===== src/logic/lcd_irq_pkg.sv =====
package lcd_irq_pkg;

    // ========================================
    // bus widths
    localparam int unsigned ADDR_W = 32;
    localparam int unsigned DATA_W = 32;
    localparam int unsigned EVT_W  = 7;

    // ========================================
    // register byte addresses
    localparam logic [ADDR_W-1:0] IRQ_MASK_SET_ADDR      = 32'h0060_0848;
    localparam logic [ADDR_W-1:0] IRQ_MASK_CLEAR_ADDR    = 32'h0060_084c;
    localparam logic [ADDR_W-1:0] IRQ_MASK_VIEW_ADDR     = 32'h0060_0850;
    localparam logic [ADDR_W-1:0] IRQ_PENDING_ADDR       = 32'h0060_0854;
    localparam logic [ADDR_W-1:0] IRQ_PENDING_CLEAR_ADDR = 32'h0060_0858;

    // ========================================
    // event bit positions, shared by all five registers
    localparam int unsigned LINE_EVT_BIT      = 0;
    localparam int unsigned LAST_LINE_EVT_BIT = 1;
    localparam int unsigned FRAME_END_BIT     = 2;
    localparam int unsigned FIFO_UNDER_BIT    = 4;
    localparam int unsigned FIFO_OVERWR_BIT   = 5;
    localparam int unsigned FETCH_ERR_BIT     = 6;

    // implemented bits; bit 3 and bits 7 up are reserved
    localparam logic [EVT_W-1:0] EVT_FIELD_MASK = 7'h77;

    // ========================================
    // values after reset
    localparam logic [EVT_W-1:0]  MASK_RESET    = 7'h00;
    localparam logic [EVT_W-1:0]  PENDING_RESET = 7'h00;
    localparam logic [DATA_W-1:0] RDATA_RESET   = 32'h0000_0000;

endpackage


===== src/logic/lcd_irq_regs.sv =====
// Our own choice: the APB slave port.
`timescale 1ns/1ps

module lcd_irq_regs (
    input  wire logic                         i_clk,
    input  wire logic                         i_resetn,
    input  wire logic                         i_psel,
    input  wire logic                         i_penable,
    input  wire logic                         i_pwrite,
    input  wire logic [lcd_irq_pkg::ADDR_W-1:0] i_paddr,
    input  wire logic [lcd_irq_pkg::DATA_W-1:0] i_pwdata,
    input  wire logic [3:0]                   i_pstrb,
    output logic                              o_pready,
    output logic [lcd_irq_pkg::DATA_W-1:0]    o_prdata,
    output logic                              o_pslverr,
    input  wire logic                         i_line_evt,
    input  wire logic                         i_last_line_evt,
    input  wire logic                         i_frame_end,
    input  wire logic                         i_fifo_under,
    input  wire logic                         i_fifo_overwr,
    input  wire logic                         i_fetch_err,
    output logic                              o_irq
);
    import lcd_irq_pkg::*;

    // ========================================
    // field extraction

    // keep only implemented event bits of a word
    function automatic logic [EVT_W-1:0] evt_field(input logic [DATA_W-1:0] word);
        evt_field = word[EVT_W-1:0] & EVT_FIELD_MASK;
    endfunction

    // widen an event field to a bus word
    function automatic logic [DATA_W-1:0] to_word(input logic [EVT_W-1:0] field);
        to_word = {{(DATA_W-EVT_W){1'b0}}, field & EVT_FIELD_MASK};
    endfunction

    // ========================================
    // state

    logic [EVT_W-1:0]  mask_reg;
    logic [EVT_W-1:0]  mask_next;
    logic [EVT_W-1:0]  pending_reg;
    logic [EVT_W-1:0]  pending_next;
    logic              pready_reg;
    logic              pready_next;
    logic [DATA_W-1:0] prdata_reg;
    logic [DATA_W-1:0] prdata_next;
    logic              pslverr_reg;
    logic              pslverr_next;
    logic              irq_reg;
    logic              irq_next;

    // ========================================
    // address decode

    wire hit_mask_set      = (i_paddr == IRQ_MASK_SET_ADDR);
    wire hit_mask_clear    = (i_paddr == IRQ_MASK_CLEAR_ADDR);
    wire hit_mask_view     = (i_paddr == IRQ_MASK_VIEW_ADDR);
    wire hit_pending       = (i_paddr == IRQ_PENDING_ADDR);
    wire hit_pending_clear = (i_paddr == IRQ_PENDING_CLEAR_ADDR);
    wire hit_any           = hit_mask_set | hit_mask_clear | hit_mask_view
                           | hit_pending | hit_pending_clear;

    // ========================================
    // bus phases

    wire setup_phase  = i_psel & ~i_penable;
    wire access_done  = i_psel & i_penable & pready_reg;
    wire wr_done      = access_done & i_pwrite & hit_any;
    wire rd_done      = access_done & ~i_pwrite & hit_any;

    // only a full low lane carries the event bits
    wire lane0_ok     = i_pstrb[0];
    wire [EVT_W-1:0] wr_field = lane0_ok ? evt_field(i_pwdata) : {EVT_W{1'b0}};

    // ========================================
    // event inputs

    logic [EVT_W-1:0] evt_in;

    // events gathered at their register positions
    always_comb begin
        evt_in                    = '0;
        evt_in[LINE_EVT_BIT]      = i_line_evt;
        evt_in[LAST_LINE_EVT_BIT] = i_last_line_evt;
        evt_in[FRAME_END_BIT]     = i_frame_end;
        evt_in[FIFO_UNDER_BIT]    = i_fifo_under;
        evt_in[FIFO_OVERWR_BIT]   = i_fifo_overwr;
        evt_in[FETCH_ERR_BIT]     = i_fetch_err;
    end

    // ========================================
    // mask register

    wire [EVT_W-1:0] mask_set_bits = (wr_done & hit_mask_set) ? wr_field : {EVT_W{1'b0}};

    wire [EVT_W-1:0] mask_clr_bits = (wr_done & hit_mask_clear) ? wr_field : {EVT_W{1'b0}};

    assign mask_next = ((mask_reg & ~mask_clr_bits) | mask_set_bits) & EVT_FIELD_MASK;

    // ========================================
    // pending register

    wire [EVT_W-1:0] ack_bits = (wr_done & hit_pending_clear) ? wr_field : {EVT_W{1'b0}};

    // read clears only bits that were returned to software
    wire [EVT_W-1:0] rd_clr_bits = (rd_done & hit_pending) ? evt_field(prdata_reg)
                                                           : {EVT_W{1'b0}};

    wire [EVT_W-1:0] pend_clr_bits = ack_bits | rd_clr_bits;

    // per-bit sticky flags, new event wins over clear
    genvar gi;
    generate
        for (gi = 0; gi < EVT_W; gi++) begin : g_pend
            if (EVT_FIELD_MASK[gi]) begin : g_impl
                assign pending_next[gi] = evt_in[gi] | (pending_reg[gi] & ~pend_clr_bits[gi]);
            end else begin : g_rsvd
                assign pending_next[gi] = 1'b0;
            end
        end
    endgenerate

    // ========================================
    // interrupt request

    assign irq_next = |(pending_next & mask_next);

    // ========================================
    // read data and response

    wire [DATA_W-1:0] rd_mask_view = to_word(mask_reg);
    wire [DATA_W-1:0] rd_pending   = to_word(pending_reg);

    // write-only and reserved read as zero
    wire [DATA_W-1:0] rd_mux = hit_mask_view ? rd_mask_view :
                               hit_pending   ? rd_pending   :
                                               RDATA_RESET;

    // one wait-free access phase after each setup
    assign pready_next  = setup_phase;
    assign prdata_next  = setup_phase ? (i_pwrite ? RDATA_RESET : rd_mux)
                        : (access_done ? RDATA_RESET : prdata_reg);
    assign pslverr_next = setup_phase & ~hit_any;

    // ========================================
    // registers

    always_ff @(posedge i_clk) begin
        if (!i_resetn) begin
            mask_reg    <= MASK_RESET;
            pending_reg <= PENDING_RESET;
            irq_reg     <= 1'b0;
        end else begin
            mask_reg    <= mask_next;
            pending_reg <= pending_next;
            irq_reg     <= irq_next;
        end
    end

    always_ff @(posedge i_clk) begin
        if (!i_resetn) begin
            pready_reg  <= 1'b0;
            prdata_reg  <= RDATA_RESET;
            pslverr_reg <= 1'b0;
        end else begin
            pready_reg  <= pready_next;
            prdata_reg  <= prdata_next;
            pslverr_reg <= pslverr_next;
        end
    end

    // ========================================
    // outputs

    assign o_pready  = pready_reg;
    assign o_prdata  = prdata_reg;
    assign o_pslverr = pslverr_reg;
    assign o_irq     = irq_reg;

endmodule


===== config.mk =====
export PLATFORM = sky130hd
export DESIGN_NAME = lcd_irq_regs
export DESIGN_NICKNAME = d
export VERILOG_FILES = /design/src/logic/lcd_irq_pkg.sv /design/src/logic/lcd_irq_regs.sv
export SDC_FILE = /design/constraint.sdc
export NUM_CORES = 1
export LEC_CHECK = 0
export CORE_MARGIN = 8
export CORE_UTILIZATION = 55
export CTS_CLUSTER_SIZE = 10
export DETAILED_ROUTE_END_ITERATION = 8
export DONT_BUFFER_PORTS = 1
export PLACE_DENSITY = 0.78
export SETUP_SLACK_MARGIN = 0.02
export SYNTH_ARGS = -nofsm -noshare
export SYNTH_HDL_FRONTEND = slang
export SYNTH_SLANG_ARGS = --single-unit
export TNS_END_PERCENT = 10

===== constraint.sdc =====
create_clock -name i_clk -period 2.4 [get_ports i_clk]
set_clock_uncertainty 0.1 [all_clocks]
set_input_delay 0.48 -clock i_clk [delete_from_list [all_inputs] [get_ports i_clk]]
set_output_delay 0.48 -clock i_clk [all_outputs]
set_load 0.1 [all_outputs]

# After elaboration in Yosys (flattened, before gate mapping)
# Cells that the tools add are included.
[totals]
elab_cells = 66
register_bits = 48
input_bits = 79
output_inout_bits = 35
[op_classes]
mux = 10
reduce_logical = 2
eq_ne = 5
bitwise_logic = 42
[ops]
columns = ["operator", "n"]
rows = [
  ["32-bit by 23-bit equality test with 1-bit output, second input constant", 5],
  ["32-bit two-way mux", 2],
  ["7-bit two-way mux", 8],
  ["1-bit bitwise AND", 18],
  ["7-bit bitwise AND", 2],
  ["7-bit bitwise OR", 2],
  ["1-bit bitwise OR", 10],
  ["1-bit NOT", 9],
  ["7-bit NOT", 1],
  ["7-bit OR reduction", 1],
  ["2-bit nonzero test", 1],
]

# Depth between registers and ports, before layout
[depth]
depth_word = 14
ltp_mapped = 7
depth_no_buf = 6

# Least setup slack after synthesis
# No wires, ideal clock.
[synth_path]
path_kind = "register to register"
startpoint = "reg pready_reg, in the netlist o_pready"
endpoint = "reg irq_reg, in the netlist o_irq"
setup_time_ps = 135
synth_period_minus_slack_ps = 2478
t_required_ps = 2165
path_stages_with_launch = 7
setup_slack_ps = -78
t_arrival_ps = 2242
n_path_buf = 0
cell_sequence = "dfxtp_1 -> and3_1 -> nand2_1 -> nor4b_1 -> a221oi_1 -> a2bb2o_1 -> a41oi_1"
[synth_via]
elab_chain_len = 11
elab_cells_between_ends = 37
cone_classes = "4 x mux; 32 x bitwise; 1 x reduce/logical"
[synth_lines]
columns = ["item", "line", "rtl"]
rows = [
  ["start, declared", "lcd_irq_regs.sv:46", "logic pready_reg;"],
  ["start signal, assigned", "lcd_irq_regs.sv:169", "pready_reg <= pready_next;"],
  ["1-bit bitwise AND (*)", "lcd_irq_regs.sv:70", "wire access_done = i_psel & i_penable & pready_reg;"],
  ["1-bit bitwise AND (on tied branches) (2 in a row)", "lcd_irq_regs.sv:71, lcd_irq_regs.sv:72", ""],
  ["1-bit bitwise AND (on tied branches)", "lcd_irq_regs.sv:106, lcd_irq_regs.sv:109", ""],
  ["7-bit two-way mux (on tied branches)", "lcd_irq_regs.sv:106, lcd_irq_regs.sv:109", ""],
  ["7-bit bitwise OR", "lcd_irq_regs.sv:112", "wire [EVT_W-1:0] pend_clr_bits = ack_bits | rd_clr_bits;"],
  ["1-bit NOT", "lcd_irq_regs.sv:119", "assign pending_next[gi] = evt_in[gi] | (pending_reg[gi] & ~pend_clr_bits[gi]);"],
  ["1-bit bitwise AND", "lcd_irq_regs.sv:119", ""],
  ["1-bit bitwise OR", "lcd_irq_regs.sv:119", ""],
  ["7-bit bitwise AND (*)", "lcd_irq_regs.sv:129", "assign irq_next = |(pending_next & mask_next);"],
  ["7-bit OR reduction (*)", "lcd_irq_regs.sv:129", ""],
  ["end signal, assigned", "lcd_irq_regs.sv:159", "irq_reg <= irq_next;"],
  ["end, declared", "lcd_irq_regs.sv:52", "logic irq_reg;"],
]
# Mark *: on every way between the ends. The rest lies on a longest branch, timed or not.
# A chain may end at the register's enable or synchronous reset.

# Worst setup path in the final report
[layout_path]
startpoint = "in i_paddr[31] (netlist bit)"
endpoint = "reg irq_reg, in the netlist o_irq"
[layout_via]
elab_chain_len = 14
elab_cells_between_ends = 43
cone_classes = "5 x eq/ne; 4 x mux; 33 x bitwise; 1 x reduce/logical"
[layout_lines]
columns = ["item", "line", "rtl"]
rows = [
  ["start, declared", "lcd_irq_regs.sv:10", "input wire logic [lcd_irq_pkg::ADDR_W-1:0] i_paddr,"],
  ["32-bit by 23-bit equality test with 1-bit output (on tied branches)", "lcd_irq_regs.sv:58, lcd_irq_regs.sv:59", ""],
  ["1-bit bitwise OR (2 in a row)", "lcd_irq_regs.sv:63", "wire hit_any = hit_mask_set | hit_mask_clear | hit_mask_view"],
  ["1-bit bitwise OR (2 in a row)", "lcd_irq_regs.sv:64", "| hit_pending | hit_pending_clear;"],
  ["1-bit bitwise AND (on tied branches)", "lcd_irq_regs.sv:71, lcd_irq_regs.sv:72", ""],
  ["1-bit bitwise AND (on tied branches)", "lcd_irq_regs.sv:106, lcd_irq_regs.sv:109", ""],
  ["7-bit two-way mux (on tied branches)", "lcd_irq_regs.sv:106, lcd_irq_regs.sv:109", ""],
  ["7-bit bitwise OR", "lcd_irq_regs.sv:112", ""],
  ["1-bit NOT", "lcd_irq_regs.sv:119", ""],
  ["1-bit bitwise AND", "lcd_irq_regs.sv:119", ""],
  ["1-bit bitwise OR", "lcd_irq_regs.sv:119", ""],
  ["7-bit bitwise AND (*)", "lcd_irq_regs.sv:129", ""],
  ["7-bit OR reduction (*)", "lcd_irq_regs.sv:129", ""],
]
# Marked as above.

==> summary by stage <==
Status
The run finished with clean final reports.

CTS
Gates resized during post-CTS repair numbered 0. The count of buffers added by post-CTS timing repair for setup is 0. The number of hold buffers added after CTS is 0. The largest buffer count on any clock path is 2. The clock drives 21 sinks. TritonCTS built the clock tree. The number of H-tree levels is 1. The number of clock buffers added by TritonCTS is 3. CTS placed an instance of clkbuf_4 at the clock tree root.

Clock latency on the worst-skew pair, taken at its later pin, is 320 ps. The clock-pin slew of the registers on the worst-case setup and hold paths is 130 ps.

Drt
Across all layers, the routed design uses 1296 vias. Once detail routing completed, the nets flagged for antenna violations numbered 0. In the routed design, unresolved DRC markers number 0. The number of search-and-repair iterations in the first detailed-routing pass is 4. The wire length per cell after detailed routing is 18.95 um. The ratio of routed vias to standard cells is 5.918. After the first detailed-routing iteration, the DRC count stood at 49. The wire length after detailed routing is 4149 um.

Floorplanning
The number of top-level design ports is 114. The floorplan core area is 2455 um^2. The number of placement rows is 18. The die covers 4458 um^2.

The effective utilization at floorplan is 57.75%. The height of the chip is 66.77 um. The x dimension of the die is 66.77 um.

Global route
The number of antenna violations at the first check in global routing came to 0. The global-route wire length before repair is 5961 um. After global routing the overflow that remains totals 0.

Global routing consumed, over all layers together, 17.59% of the routing resources. The via count of the first global-routing pass is 1295. Entering global routing, the biggest net connects 19 pins.

Synthesis
Summing every instance area after synthesis gives 1418 um^2. The average cell area after synthesis is 8.194 um^2. Counting flops and latches in the post-synthesis netlist gives 21.

The synthesized instance count is 173. Counting flops with a built-in enable in the synthesized netlist gives 0. The number of library cell types mapped by synthesis is 37. The part of the Yosys area used for sequential elements is 29.66%. The post-synthesis async set-or-reset flop share is 0%. For this run, the number of Yosys warnings is 0. The commonest register cell after synthesis is dfxtp_1.

Timing
Timing would allow up to 480.4 MHz. After layout, the worst path uses 86.73% of the clock period. The number of pins exceeding their max-slew limit in the final report came to 0. Setup repair after global routing left no endpoint under its margin. Setup violations remaining at the end of the flow were counted as 0.

The post-route minimum period is 2082 ps. The worst setup margin is 318.4 ps. The final count of hold timing violations is 0.

Critical path
The type of origin of the critical path is a primary input. The critical path in this run is classified as primary input to flop. The slowest library cell on the worst path is or4_1. The signal on the critical path passes through nor4_1 -> nand4_1 -> or2_1 -> or4_1 -> a32oi_1 -> a41oi_1. The endpoint type of the worst setup path is a flop. The maximum cell stage delay along the critical path is 560 ps. Data on the critical path arrives at its endpoint at 2170 ps.

STA puts the critical path data required time at 2490 ps. In this run the worst path has a maximum fanout of 3.

Cells and area
The repair_antennas step left the layout with diodes totalling 0. The post-layout net count is 269. The area growth from synthesis to layout is 5.296%.

After the flow finishes, the layout carries non-filler instances totaling 219. With fillers left out, the area of the finished cells amounts to 1493 um^2. In the final layout, the share of cells above drive strength 1 is 14.29%.

Place
In this run the tool buffered the top-level ports with 0 buffer cells. The placed instance area is 1465 um^2. At the placement stage, the worst setup path has a slack of -6.862 ps. The placed cell count is 215. The weighted congestion reported at the end of routability-driven placement is 0.8147.

Detailed placement finished with a half-perimeter wire length of 3380 um.

Pwr
Power spread over the standard cell area amounts to 521.4 nW/um^2. Summing internal, switching and leakage power gives 0.0007783 W. VDD sags by at most 0.5406 mV. The leakage power is 0.5906 nW.

Worst hold path
The path class of the lowest-slack min-delay path is primary input to flop.

Run
The tool flagged a number of max-cap violations equal to 0.
[placed cells by master (no fill, tap or decap)]
cell type  instances
a221oi_1           3
buf_4             17
dfxtp_1           20
or2_1              1
mux2i_1            9
nand2_1           12
nand3_1            5
and2_1            16
or2_2              1
conb_1            26
and3b_1            1
clkinv_2           1
a2bb2o_1           2
nor3b_1            4
o21ai_0            8
a21oi_1            4
and3_1             3
inv_1              9
o21a_1             3
nor4bb_1           1
nor2_1             7
nor4b_2            1
o41ai_1            3
clkbuf_4           3
a21bo_2            2
nand3b_1           2
nor4b_1            4
a41oi_1            1
o21bai_1           1
nand4_1            2
nor4_2             1
nor2b_1            3
nor4_1             6
or4_1              2
a32oi_1            2
dfxtp_2            1
nor3_1             2
[worst max-delay path: cells and delay by family]
kind	cells	cell delay [ps]
AOI/OAI and AO/OA	2	410
and+or+nand+nor	4	1290
[layout make-up]
class                           count  area (um^2)
Fill cell                         222        962.2
Multi-Input combinational cell    138        844.6
Sequential cell                    21        421.7
Timing Repair Buffer               17        127.6
Tap cell                           30        37.54
Inverter                            9        33.78
Clock buffer                        3        22.52
Clock inverter                      1        5.005
[synth_stat cells, types with 2 or more instances]
cell type	count	share of area (%)
nor4_1	6	2.6
a221oi_1	3	1.9
and2_1	16	7.1
nand4_1	2	0.88
a32oi_1	2	1.2
mux2i_1	9	6.4
nor4b_1	4	2.5
a2bb2o_1	2	1.4
and3_1	3	1.3
nand3_1	5	1.8
o41ai_1	3	1.9
buf_2	2	0.71
buf_4	26	14
o21a_1	3	1.6
dfxtp_1	21	30
nor2_1	7	1.9
a21oi_1	4	1.4
nor2b_1	3	1.3
or4_1	2	1.1
inv_1	9	2.4
o21ai_0	8	2.8
nand2_1	12	3.2
nor3_1	2	0.71
nand3b_1	2	1.1
nor3b_1	4	2.1
a21bo_2	2	1.4
[metrics by stage]
stage          setup TNS [ps]  hold slack, ps  util [%]
5_1_grt                     0           163.1     60.81
4_1_cts                     0           172.6     60.81
6_report                    0           173.3     60.81
3_3_place_gp                0           468.3     59.68
2_1_floorplan               0           457.4         -
3_5_place_dp           -6.862           486.4     59.68
[worst paths after layout]
check	end	cells after the start	from	slack [ps]
worst max-delay path	o_irq$_SDFF_PN0_	6	i_paddr[31]	320
worst min register to register	mask_reg[0]$_SDFF_PN0_	2	mask_reg[0]$_SDFF_PN0_	500
worst min-delay path	o_prdata[4]$_SDFFE_PN0P_	1	i_resetn	170
worst max register to register	o_irq$_SDFF_PN0_	7	o_pready$_SDFF_PN0_	370
[power by group]
part / switching [W] / leakage (nW) / internal [W]
Clock: 0.000117 / 0.0177 / 0.0000625
Sequential: 0.00000424 / 0.172 / 0.000357
Combinational: 0.000210 / 0.401 / 0.0000279
[per-layer routing]
layer / share of wire, % / GRT usage, % / up-vias
li1: - / - / 601
met2: 51 / 33.57 / 105
met3: 15 / 6.711 / 14
met4: 2.9 / 9.867 / 0
met5: 0 / 0 / -
met1: 31 / 15.06 / 576
[cell families (layout without fill, tap and decap cells)]
group | count (synthesis) | count (layout) | share of synthesized area, %
AND/OR/NAND/NOR | 74 | 74 | 31.60
buffers and inverters | 39 | 30 | 17.39
AO/OA/AOI/OAI | 29 | 29 | 14.74
flip-flops | 21 | 21 | 29.66
multiplexers | 9 | 9 | 6.355
other | 1 | 26 | 0.2645
No activity file was read; power rests on OpenSTA's default activity.
